`src/logic/dmcmc_pkg.sv`:
```
// package: register map, field layout and encodings of the dma channel mode control block
package dmcmc_pkg;

	localparam int          ADDR_WIDTH        = 8;
	localparam int          DATA_WIDTH        = 32;
	localparam logic [7:0]  CTRL_LO_OFFSET    = 8'h00;
	localparam logic [7:0]  CTRL_HI_OFFSET    = 8'h04;
	localparam logic [7:0]  CHAIN_ADDR_OFFSET = 8'h08;
	localparam logic [7:0]  SOURCE_OFFSET     = 8'h0c;
	localparam logic [7:0]  DEST_OFFSET       = 8'h10;
	localparam logic [7:0]  COUNT_OFFSET      = 8'h14;
	localparam logic [7:0]  MASTER_OFFSET     = 8'h18;
	localparam logic [7:0]  STATUS_OFFSET     = 8'h1c;

	localparam int          SINGLE_ADDR_BIT   = 0;
	localparam int          DIR_BIT           = 1;
	localparam int          SIZE_LSB          = 2;
	localparam int          SIMPLE_CHAIN_BIT  = 5;
	localparam int          XFER_ACTIVE_BIT   = 8;
	localparam int          CHAIN_EN_BIT      = 9;
	localparam int          CHAN_RESET_BIT    = 31;
	localparam int          MASTER_EN_BIT     = 0;
	localparam int          STAT_BUSY_BIT     = 0;
	localparam int          STAT_ERROR_BIT    = 1;
	localparam int          STAT_DESC_BIT     = 2;
	localparam logic [31:0] CTRL_RESET        = 32'h0000_0000;
	localparam logic [31:0] UNMAPPED_READ     = 32'h0000_0000;

	localparam logic [2:0]  SIZE_1B           = 3'h0;
	localparam logic [2:0]  SIZE_2B           = 3'h1;
	localparam logic [2:0]  SIZE_4B           = 3'h2;
	localparam logic [2:0]  SIZE_8B           = 3'h3;
	localparam logic [2:0]  SIZE_4DW          = 3'h4;
	localparam logic [2:0]  SIZE_8DW          = 3'h5;
	localparam logic [2:0]  SIZE_32DW         = 3'h7;

	typedef struct packed {
		logic        single_address_select;
		logic        direction_mem_to_io;
		logic [2:0]  transfer_unit_size;
		logic        simple_chain_select;
		logic        transfer_active;
		logic        chain_enabled;
	} dmcmc_mode_type;

	typedef struct packed {
		logic        read;
		logic        write;
		logic [7:0]  address;
		logic [31:0] writedata;
	} dmcmc_bus_req_type;

	typedef struct packed {
		logic        valid;
		logic        mem_to_io;
		logic        single_address;
		logic [31:0] source;
		logic [31:0] destination;
		logic [8:0]  max_bytes;
	} dmcmc_op_type;

endpackage

```
`src/logic/dmcmc_channel.sv`:
```
// module: one dma channel's mode control register, chaining and transfer sequencing
`timescale 1ns/10ps

//////////////////////////////////////////////////////////////////////////////
// Contract
// - chain_enabled is read-only and clears when global_master_enable clears or channel_reset is written.
// - chain_enabled sets on a nonzero chain address write or descriptor load and clears on a zero write; the channel sets it only while master_enable is one.
// - at transfer end with chain_enabled set a descriptor is fetched, word 0 at the chain address and word n at loaded word 0 + 4n, and transfer goes on.
// - a nonzero write to chain_address_reg sets transfer_active and starts a transfer.
// - transfer_active clears when the transfer ends normally or on an error.
// - the channel starts operations only while transfer_active is one, using current settings; a launched one runs to op_done_in, op_error_in or channel_reset.
// - with simple_chain_select set a descriptor loads only chain, source, destination and count registers.
// - transfer_unit_size selects 1, 2, 4, 8 bytes or 4, 8, 32 doublewords per bus operation.
// - at four doublewords or larger a bus operation may move less than the configured size.
// - in single-address mode direction one moves memory to I/O and zero I/O to memory.
// - the direction bit is ignored in dual-address mode.
// - single_address_select one picks single-address transfer, zero dual-address.
module dmcmc_channel (
	input  wire logic                           clk_in,
	input  wire logic                           rst_n_in,
	input  wire logic [dmcmc_pkg::ADDR_WIDTH-1:0] avs_address_in,
	input  wire logic                           avs_read_in,
	input  wire logic                           avs_write_in,
	input  wire logic [3:0]                     avs_byteenable_in,
	input  wire logic [dmcmc_pkg::DATA_WIDTH-1:0] avs_writedata_in,
	output logic      [dmcmc_pkg::DATA_WIDTH-1:0] avs_readdata_out,
	output logic                                avs_waitrequest_out,
	output dmcmc_pkg::dmcmc_op_type             op_out,
	input  wire logic                           op_done_in,
	input  wire logic [8:0]                     op_bytes_in,
	input  wire logic                           op_error_in,
	output logic                                desc_req_out,
	output logic      [31:0]                    desc_addr_out,
	output logic      [2:0]                     desc_word_out,
	input  wire logic                           desc_valid_in,
	input  wire logic [31:0]                    desc_data_in,
	output dmcmc_pkg::dmcmc_mode_type           mode_out
);
	import dmcmc_pkg::*;

	// register map of the channel, one 32-bit word each:
	//   ctrl low word: single address, direction, unit size, simple chain, active, chain flag (read only)
	//   ctrl high word: channel reset in bit 31 (write one, reads back zero), other bits only stored
	//   chain address: a nonzero write starts the channel and, with global enable on, arms chaining
	//   source, destination, count: working registers that the datapath advances
	//   master control: global enable in bit 0
	//   status: busy, error and fetching flags, read only
	// every access takes one wait state, so read data always come from a flip-flop
	// limitation: one operation is in flight at a time; the fabric paces the channel

	typedef enum {ST_IDLE, ST_MOVE, ST_WAIT, ST_FETCH} dmcmc_phase_type;

	typedef struct packed {
		dmcmc_mode_type  mode;
		logic            master_enable;
		logic            error_seen;
		logic [31:0]     ctrl_hi;
		logic [31:0]     chain_addr;
		logic [31:0]     source;
		logic [31:0]     destination;
		logic [31:0]     count;
		logic            ack;
		logic [31:0]     rdata;
		logic [2:0]      word;
		dmcmc_phase_type phase;
		dmcmc_op_type    op;
	} dmcmc_state_type;

	dmcmc_state_type state_reg;
	dmcmc_state_type state_next;

	// bytes per bus operation for a size code; 110 falls back to one byte
	// the 8 and 32 doubleword codes suit single-address mode only; software keeps to that
	function automatic logic [8:0] unit_bytes(input logic [2:0] code);
		case (code)
			SIZE_1B:   unit_bytes = 9'h001;
			SIZE_2B:   unit_bytes = 9'h002;
			SIZE_4B:   unit_bytes = 9'h004;
			SIZE_8B:   unit_bytes = 9'h008;
			SIZE_4DW:  unit_bytes = 9'h020;
			SIZE_8DW:  unit_bytes = 9'h040;
			SIZE_32DW: unit_bytes = 9'h100;
			default:   unit_bytes = 9'h001;
		endcase
	endfunction

	// merge a write word under its byte enables
	// reads always return the full word; byte enables only shape writes
	function automatic logic [31:0] merge(input logic [31:0] old, input logic [31:0] data, input logic [3:0] be);
		logic [31:0] result;
		result = old;
		for (int i = 0; i < 4; i++) begin
			if (be[i]) begin
				result[i*8 +: 8] = data[i*8 +: 8];
			end
		end
		merge = result;
	endfunction

	// pack the mode fields at their bit places; unused bits read as zero
	function automatic logic [31:0] mode_word(input dmcmc_mode_type m);
		logic [31:0] w;
		w = 32'h0000_0000;
		w[SINGLE_ADDR_BIT] = m.single_address_select;
		w[DIR_BIT] = m.direction_mem_to_io;
		w[SIZE_LSB +: 3] = m.transfer_unit_size;
		w[SIMPLE_CHAIN_BIT] = m.simple_chain_select;
		w[XFER_ACTIVE_BIT] = m.transfer_active;
		w[CHAIN_EN_BIT] = m.chain_enabled;
		mode_word = w;
	endfunction

	logic        wr_hit;
	logic        rd_hit;
	logic [31:0] wdata;
	logic [31:0] step;

	// the ack flop blocks a second hit in the cycle that answers the first
	assign wr_hit = avs_write_in && !state_reg.ack;
	assign rd_hit = avs_read_in && !state_reg.ack;

	//////////////////////////////////////////////////////////////////////////////
	always_comb begin
		state_next = state_reg;
		state_next.ack = 1'b0;
		wdata = 32'h0000_0000;
		step = 32'h0000_0000;

		// one wait cycle per access gives registered read data on a fixed latency
		if (rd_hit) begin
			state_next.ack = 1'b1;
			case (avs_address_in)
				CTRL_LO_OFFSET: begin
					state_next.rdata = mode_word(state_reg.mode);
				end
				CTRL_HI_OFFSET: begin
					state_next.rdata = state_reg.ctrl_hi;
				end
				CHAIN_ADDR_OFFSET: begin
					state_next.rdata = state_reg.chain_addr;
				end
				SOURCE_OFFSET: begin
					state_next.rdata = state_reg.source;
				end
				DEST_OFFSET: begin
					state_next.rdata = state_reg.destination;
				end
				COUNT_OFFSET: begin
					state_next.rdata = state_reg.count;
				end
				MASTER_OFFSET: begin
					state_next.rdata = {31'h0000_0000, state_reg.master_enable};
				end
				STATUS_OFFSET: begin
					state_next.rdata = 32'h0000_0000;
					state_next.rdata[STAT_BUSY_BIT] = (state_reg.phase != ST_IDLE);
					state_next.rdata[STAT_ERROR_BIT] = state_reg.error_seen;
					state_next.rdata[STAT_DESC_BIT] = (state_reg.phase == ST_FETCH);
				end
				default:           state_next.rdata = UNMAPPED_READ;
			endcase
		end

		// datapath progress; software writes below override on the same cycle
		case (state_reg.phase)
			ST_IDLE: begin
				// a zero count keeps the channel parked even while active is set
				if (state_reg.mode.transfer_active && state_reg.count != 32'h0000_0000) begin
					state_next.phase = ST_MOVE;
				end
			end

			ST_MOVE: begin
				// the operation word is copied at launch, so later register writes cannot bend it
				state_next.op.valid = 1'b1;
				state_next.op.single_address = state_reg.mode.single_address_select;
				// direction only matters for single-address moves
				state_next.op.mem_to_io = state_reg.mode.single_address_select
					&& state_reg.mode.direction_mem_to_io;
				state_next.op.source = state_reg.source;
				state_next.op.destination = state_reg.destination;
				state_next.op.max_bytes = unit_bytes(state_reg.mode.transfer_unit_size);
				state_next.phase = ST_WAIT;
			end

			ST_WAIT: begin
				// an error ends the whole transfer, not only this operation
				if (op_error_in) begin
					state_next.op.valid = 1'b0;
					state_next.mode.transfer_active = 1'b0;
					state_next.error_seen = 1'b1;
					state_next.phase = ST_IDLE;
				end else if (op_done_in) begin
					// the fabric reports bytes really moved, which may fall short of the unit
					step = {23'h00_0000, op_bytes_in};
					state_next.op.valid = 1'b0;
					state_next.source = state_reg.source + step;
					state_next.destination = state_reg.destination + step;
					if (state_reg.count > step) begin
						state_next.count = state_reg.count - step;
						state_next.phase = state_reg.mode.transfer_active ? ST_MOVE : ST_IDLE;
					end else begin
						state_next.count = 32'h0000_0000;
						if (state_reg.mode.chain_enabled) begin
							state_next.word = 3'h0;
							state_next.phase = ST_FETCH;
						end else begin
							state_next.mode.transfer_active = 1'b0;
							state_next.phase = ST_IDLE;
						end
					end
				end
			end

			ST_FETCH: begin
				if (desc_valid_in) begin
					// descriptor words: chain, source, dest, count, ctrl hi, ctrl lo, spare, spare
					case (state_reg.word)
						3'h0: begin
							state_next.chain_addr = desc_data_in;
							state_next.mode.chain_enabled = 1'b1;
						end
						3'h1: begin
							state_next.source = desc_data_in;
						end
						3'h2: begin
							state_next.destination = desc_data_in;
						end
						3'h3: begin
							state_next.count = desc_data_in;
						end
						3'h4: begin
							state_next.ctrl_hi = desc_data_in;
						end
						// the active and chain bits of a ctrl word are never taken from a descriptor
						3'h5: begin
							state_next.mode.single_address_select = desc_data_in[SINGLE_ADDR_BIT];
							state_next.mode.direction_mem_to_io = desc_data_in[DIR_BIT];
							state_next.mode.transfer_unit_size = desc_data_in[SIZE_LSB +: 3];
							state_next.mode.simple_chain_select = desc_data_in[SIMPLE_CHAIN_BIT];
						end
						default: state_next.word = state_reg.word;
					endcase
					// simple chain stops after the four address and count words
					if ((state_reg.mode.simple_chain_select && state_reg.word == 3'h3)
						|| state_reg.word == 3'h7) begin
						state_next.phase = ST_IDLE;
					end else begin
						state_next.word = state_reg.word + 3'h1;
					end
				end
			end

			default: state_next.phase = ST_IDLE;
		endcase

		if (wr_hit) begin
			state_next.ack = 1'b1;
			case (avs_address_in)
				CTRL_LO_OFFSET: begin
					wdata = merge(mode_word(state_reg.mode), avs_writedata_in, avs_byteenable_in);
					state_next.mode.single_address_select = wdata[SINGLE_ADDR_BIT];
					state_next.mode.direction_mem_to_io = wdata[DIR_BIT];
					state_next.mode.transfer_unit_size = wdata[SIZE_LSB +: 3];
					state_next.mode.simple_chain_select = wdata[SIMPLE_CHAIN_BIT];
					state_next.mode.transfer_active = wdata[XFER_ACTIVE_BIT];
				end

				CTRL_HI_OFFSET: begin
					wdata = merge(state_reg.ctrl_hi, avs_writedata_in, avs_byteenable_in);
					// channel reset is a strobe: a written one acts once and reads back as zero
					if (wdata[CHAN_RESET_BIT]) begin
						state_next.mode.chain_enabled = 1'b0;
						state_next.mode.transfer_active = 1'b0;
						state_next.op.valid = 1'b0;
						state_next.phase = ST_IDLE;
					end
					state_next.ctrl_hi = wdata;
					state_next.ctrl_hi[CHAN_RESET_BIT] = 1'b0;
				end

				CHAIN_ADDR_OFFSET: begin
					wdata = merge(state_reg.chain_addr, avs_writedata_in, avs_byteenable_in);
					// a zero write only ends chaining; a transfer in flight runs to its end
					state_next.chain_addr = wdata;
					state_next.mode.chain_enabled = (wdata != 32'h0000_0000);
					if (wdata != 32'h0000_0000) begin
						state_next.mode.transfer_active = 1'b1;
						state_next.error_seen = 1'b0;
					end
				end

				SOURCE_OFFSET: begin
					state_next.source = merge(state_reg.source, avs_writedata_in, avs_byteenable_in);
				end

				DEST_OFFSET: begin
					state_next.destination = merge(state_reg.destination, avs_writedata_in, avs_byteenable_in);
				end

				// count is in bytes; the fabric may end an operation short of the unit
				COUNT_OFFSET: begin
					state_next.count = merge(state_reg.count, avs_writedata_in, avs_byteenable_in);
				end

				MASTER_OFFSET: begin
					if (avs_byteenable_in[0]) begin
						state_next.master_enable = avs_writedata_in[MASTER_EN_BIT];
					end
				end
				default: state_next.ack = 1'b1;
			endcase
		end

		// global enable clear has the last word on the chain flag, over any write or descriptor
		if (!state_next.master_enable) begin
			state_next.mode.chain_enabled = 1'b0;
		end
	end

	//////////////////////////////////////////////////////////////////////////////
	always_ff @(posedge clk_in or negedge rst_n_in) begin
		if (!rst_n_in) begin
			// the whole state clears together, so no field leaves reset half set
			state_reg <= '0;
		end else begin
			state_reg <= state_next;
		end
	end

	//////////////////////////////////////////////////////////////////////////////
	// waitrequest is combinational so the wait state starts in the request's first cycle
	assign avs_waitrequest_out = (avs_read_in || avs_write_in) && !state_reg.ack;
	assign avs_readdata_out    = state_reg.rdata;
	assign op_out              = state_reg.op;
	assign desc_req_out        = (state_reg.phase == ST_FETCH);
	// descriptor word n is read at chain_addr + 4n; from word 1 on, chain_addr already holds the loaded word 0
	assign desc_addr_out       = state_reg.chain_addr + {27'h000_0000, state_reg.word, 2'h0};
	assign desc_word_out       = state_reg.word;
	assign mode_out            = state_reg.mode;

endmodule

```
`config.mk`:
```
export PLATFORM = sky130hd
export DESIGN_NAME = dmcmc_channel
export DESIGN_NICKNAME = d
export VERILOG_FILES = /design/src/logic/dmcmc_pkg.sv /design/src/logic/dmcmc_channel.sv
export SDC_FILE = /design/constraint.sdc
export NUM_CORES = 1
export LEC_CHECK = 0
export BUFFER_PORTS_ARGS = -buffer_cell sky130_fd_sc_hd__buf_2
export CAP_MARGIN = 5
export CORE_MARGIN = 2
export CORE_UTILIZATION = 30
export CTS_CLUSTER_DIAMETER = 100
export CTS_CLUSTER_SIZE = 14
export DETAILED_ROUTE_END_ITERATION = 12
export PLACE_DENSITY_LB_ADDON = 0.25
export SLEW_MARGIN = 15
export SYNTH_ARGS = -nofsm -noshare
export SYNTH_HDL_FRONTEND = slang
export SYNTH_SLANG_ARGS = --single-unit
```
`constraint.sdc`:
```
create_clock -name clk_in -period 3.15 [get_ports clk_in]
set_clock_uncertainty 0.2 [all_clocks]
set_input_delay 0.4725 -clock clk_in [delete_from_list [all_inputs] [get_ports clk_in]]
set_output_delay 0.4725 -clock clk_in [all_outputs]
set_load 0.005 [all_outputs]
```
## Word level (Yosys, flattened, before mapping)

Index checks and enable logic that the tools add are counted.

- Magnitude comparators: 1
- Reductions and logical operators: 17
- Mux-type cells: 82
- Add/sub/neg operators: 5
- Eq/ne operators: 47

Operators with widths:

| operator | count |
|---|---|
| 2-to-1 mux 32 bit | 13 |
| one-hot mux 32 bit (8 select lines) | 1 |
| 2-to-1 mux 96 bit | 2 |
| one-hot mux 96 bit (2 select lines) | 1 |
| 2-to-1 mux 171 bit | 1 |
| 2-to-1 mux 33 bit | 5 |
| 2-to-1 mux 160 bit | 1 |
| 2-to-1 mux 8 bit | 19 |
| one-hot mux 32 bit (4 select lines) | 1 |
| nonzero test 32 bit | 3 |
| adder 32 x 9 -> 32 bit | 2 |
| == test 32 x 2 -> 1 bit, second input constant | 2 |
| 2-to-1 mux 64 bit | 1 |
| inequality test 3 bit, second input constant | 18 |
| one-hot mux 9 bit (6 select lines) | 1 |
| 2-to-1 mux 36 bit | 1 |
| 2-to-1 mux 35 bit | 1 |
| adder 32 x 5 -> 32 bit | 1 |
| == test 32 x 1 -> 1 bit, second input constant | 1 |
| == test 32 x 3 -> 1 bit, second input constant | 1 |
| == test 8 x 5 -> 1 bit, second input constant | 4 |
| greater-than comparator 32 x 9 -> 1 bit | 1 |
| logical NOT 32 bit | 1 |
| subtractor 32 x 9 -> 32 bit | 1 |
| other kinds (21) | 69 |

- Register bits: 314
- Output and inout port bits: 153

## Depth between registers and ports, before layout

- Depth in word-level cells: 9
- Depth in mapped cells: 11

## Worst setup path before layout

Ideal clock, no wire load.

- Path type: input to register
- From: input op_bytes_in[2]
- To: register state_reg[166] in the netlist's numbering
- Path slack: 0.201 ns
- Stages: 9
- Data arrival time: 2.625 ns
- Path buffers: 0
- Cells stage by stage: inv_1 -> ha_1 -> nor2b_1 -> o2111ai_1 -> a21oi_1 -> nor4_1 -> nand3b_1 -> a31o_1 -> a211o_1

- Cells in the longest elaborated chain, start to end: 7
- Elaborated cells on any way between the ends: 8

Ends and longest elaborated chain:

| item | RTL line | source |
|---|---|---|
| from (decl) | dmcmc_channel.sv:30 | `input wire logic [8:0] op_bytes_in,` |
| subtractor 32 x 9 -> 32 bit or greater-than comparator 32 x 9 -> 1 bit (tied branches) | dmcmc_channel.sv:200, dmcmc_channel.sv:199 |  |
| 2-to-1 mux 32 bit (*) | dmcmc_channel.sv:199 | `if (state_reg.count > step) begin` |
| 2-to-1 mux 96 bit (*) | dmcmc_channel.sv:193 | `end else if (op_done_in) begin` |
| 2-to-1 mux 96 bit (*) | dmcmc_channel.sv:188 | `if (op_error_in) begin` |
| one-hot mux 96 bit (2 select lines) (*) | dmcmc_channel.sv:165 | `case (state_reg.phase)` |
| 2-to-1 mux 32 bit | dmcmc_channel.sv:259 | `case (avs_address_in)` |
| 2-to-1 mux 171 bit (*) | dmcmc_channel.sv:257 | `if (wr_hit) begin` |
| to (signal assigned) | dmcmc_channel.sv:327 | `state_reg <= state_next;` |
| to (decl) | dmcmc_channel.sv:69 | `dmcmc_state_type state_reg;` |

Every way passes the cells marked *; elsewhere a longest branch is shown, timed or not.
A chain may end at the register's enable or synchronous reset.

## Worst setup path in the final report

- From: register state_reg[242] in the netlist's numbering
- To: output desc_addr_out[24]

- Cells in the longest elaborated chain, start to end: 1

Ends and longest elaborated chain:

| item | RTL line | source |
|---|---|---|
| adder 32 x 5 -> 32 bit | dmcmc_channel.sv:338 | `assign desc_addr_out = state_reg.chain_addr + {27'h000_0000, state_reg.word, 2'h0};` |
| to (decl) | dmcmc_channel.sv:33 | `output logic [31:0] desc_addr_out,` |

Every way passes these cells.

==> summary.md <==
| Metric | Value |
|---|---|
| Setup crit end kind | output pin |
| Routed wire length per instance | 27.2 um |
| Yosys top cell area share | 37.9% |
| Top Ports | 245 |
| WP buf/inv | 3 |
| CTS tree | done |
| First-pass GRT wire length | 145 mm |
| # rows | 96 |
| Area of the multi-input gates | 11600 sq um |
| Estimated wirelength of the detail-placed design | 77.9 mm |
| FILL cells | 7119 |
| Sequential fraction of the synthesis area | 37.9% |
| Critical Path, Cell by Cell | ha_2 > inv_2 > fa_2 > nand2b_4 > a21oi_4 > nor2b_4 > and3_4 > buf_6 > nand4_1 > xnor2_1 > buf_2 |
| Syn. warnings | 0 |
| Initial DRC Count | 2936 |
| Drt drc | 0 |
| Area contributors post-synth | dfrtp_1 38%, nand2_1 9.3%, buf_4 4.4% |
| Final slew viol count | 0 |
| DRT Pass-1 Iters | 8 |
| Mapped Cells | 2484 |
| Fin crit share | 111% |
| Hold Crit Class | in2reg |
| Post-synth top cells | 512 x nand2_1, 312 x dfrtp_1, 159 x nor2_1 |
| Critical Path Start Type | flop |
| TritonCTS Buffers | 27 |
| Vias | 21700 |
| Worst Path Required | 2.48 ns |
| CORE AREA | 68300 sq um |
| Chip height | 266 um |
| Sequential cell area | 7810 sq um |
| Antenna viol nets, final | 0 |
| Max cap viols | 0 |
| Final hold violation count | 0 |
| Unrepaired setup endpoints after global routing | true |
| Fmax | 285 MHz |
| Clk pin slew, worst setup/hold paths | 0.08 ns |
| Yosys cell types | 95 |
| Number of global-route vias before repair | 20800 |
| PortBufs | 242 |
| Mean Syn Cell Area | 8.30 sq um |
| CTS root buffer | clkbuf_16 |
| Layout area overhead | 23.7% |
| Via density per instance | 5.82 |
| CTS sink cnt | 312 |
| Total die area | 70800 sq um |
| Initial Utilization | 30.2% |
| Ys async rst share | 100% |
| Tmin final | 3.51 ns |
| Worst relative slew slack | 35.1% |
| Peak supply drop | 0.000387 V |
| Total Routed Length | 101 mm |
| Nets | 2957 |
| Die Wd | 266 um |
| Initial antenna violation count | 8 |
| Synth Register Bits | 312 |
| Max reg flops | 195 |
| Top delay family on crit path | simple AND/OR/NAND/NOR gates |
| Worst-Margin Slew | 0.964 ns |
| Cell Area, Placed | 24100 sq um |
| Largest stage delay on the critical path | 0.36 ns |
| Worst hold slack | 0.0476 ns |
| Lkg Pwr | 12.1 nW |
| Synth area leader | dfrtp_1 |
| Clock Latency Late Sink | 0.58 ns |
| Total GRT Usage | 27.8% |
| Violated checks | setup timing |
| Layout cells sized above 1 | 25.4% |
| Count leader, synth | nand2_1 |
| GR Overflow Total | 0 |
| CTS H-tree depth | 1 |
| Critical path fanouts, max | 3 |
| Slowest library cell on the worst path | dfrtp_1 |
| Synthesized area | 20600 sq um |
| EDFF count, synth | 0 |
| Final setup fails | 19 |
| Worst Path Class, Setup | reg2out |
| Main synth FF type | dfrtp_1 |
| Pin count of the biggest net entering global routing | 74 |
| Design area | 25500 sq um |
| Run status | finished, violations left |
| CTS Buffer Depth | 3 |
| Final Wtd Congestion | 1.02 |
| Arrival time of the worst setup path | 2.83 ns |
| Cell area power density | 345 nW/um^2 |
| Final worst slack | -0.357 ns |
[power breakdown]
group / total (mW) / internal [mW] / leakage, nW / switching, mW
Sequential: 4.22 / 4.09 / 4.22 / 0.130
Clock: 3.35 / 1.71 / 0.376 / 1.64
Combinational: 1.22 / 0.414 / 7.45 / 0.803
Total: 8.79 / 6.22 / 12.1 / 2.57
[stage by stage]
stage                     setup WS (ns)  total power, mW  setup TNS (ns)  instances  util [%]
after floorplan                   0.201             4.74               0       2515         -
after global placement           -0.212             5.44           -2.85       3660      35.3
after detailed placement         -0.197             5.44           -3.17       3660      35.3
after CTS                        -0.412             8.82           -4.98       3701      36.7
after global routing             -0.475             9.08           -6.73       3717      37.3
final                            -0.357             8.79           -4.11       3719      37.3
[timing repair]
action | CTS | global route
pin swaps | 10 | 29
cloned | 0 | 2
endpoints found under the hold margin | 60 | 0
buffers inserted | 8 | 10
hold buffers | 2 | 0
endpoints found under the setup margin | 36 | 89
gates resized for setup | 37 | 67
[kinds of logic (layout without fill, tap and decap cells)]
| family | Yosys count | after routing | synth area share, % |
|---|---|---|---|
| AND/OR/NAND/NOR | 994 | 994 | 22.4 |
| adder cells (fa/ha/maj) | 40 | 40 | 2.57 |
| AO/OA/AOI/OAI | 667 | 667 | 22.1 |
| multiplexers | 65 | 65 | 3.58 |
| buffers and inverters | 334 | 648 | 8.45 |
| other | 1 | 40 | 0.0182 |
| flip-flops | 312 | 312 | 37.9 |
| XOR/XNOR | 71 | 71 | 3.02 |
[worst reg2reg max path: stages (launching register included)]
cell       delay (ns)
dfrtp_1          0.38
or4_4            0.55
or4_4            0.45
or4_4            0.51
a21oi_4          0.28
buf_4            0.18
a2111oi_4        0.07
a2111oi_2        0.35
a211oi_1         0.09
[layer usage]
layer / GRT usage (%) / part of all wire, % / vias to the layer above
li1: - / - / 9533
met1: 40.3 / 44 / 10600
met2: 41.2 / 42 / 1295
met3: 5.64 / 11 / 192
met4: 9.02 / 3.5 / 2
met5: 0 / 0.0079 / -
[cell usage in the layout (no fill, tap or decap), types with 11 or more instances in the layout]
master and instances:
inv_1 42, and2_1 14, o211ai_1 11, a21o_1 15, a21oi_1 133, o31ai_1 25
conb_1 32, xnor2_1 29, clkbuf_16 27, nor2b_1 16, buf_12 21, a22oi_1 85
nor4_1 27, a211oi_1 31, and4_1 12, o21ai_0 115, o21a_1 11, nor3_1 41
o21ai_1 13, a221oi_1 40, and3_1 22, dfrtp_1 310, nor2_1 152, o22ai_1 19
mux2i_1 49, nand4_1 31, nand2_1 507, buf_2 242, nand3_1 55, xor2_1 33
ha_1 33, a31oi_1 41, a221o_1 20, buf_6 15, buf_4 285
[final timing paths]
| check | from | to | slack, ns | cells past startpoint |
|---|---|---|---|---|
| setup / recovery | state_reg[242] | desc_addr_out[24] | -0.36 | 11 |
| hold reg to reg | op_out[74] | op_out[74] | 0.27 | 2 |
| max in group asynchronous | rst_n_in | avs_readdata_out[12] | 1.57 | 3 |
| setup reg to reg | state_reg[171] | state_reg[161] | -0.02 | 8 |
| min in group asynchronous | rst_n_in | op_out[17] | 0.26 | 2 |
| hold / removal | avs_writedata_in[22] | state_reg[294] | 0.05 | 3 |
[area by class of cell]
type | count | share of cell area (%)
Antenna cell | 8 | 0.0785
Clock buffer | 28 | 2.70
Clock inverter | 5 | 0.319
Inverter | 48 | 0.736
Multi-Input combinational cell | 1869 | 45.6
Sequential cell | 312 | 30.6
Tap cell | 882 | 4.33
Timing Repair Buffer | 567 | 15.6
(Power assumes the default switching activity.)
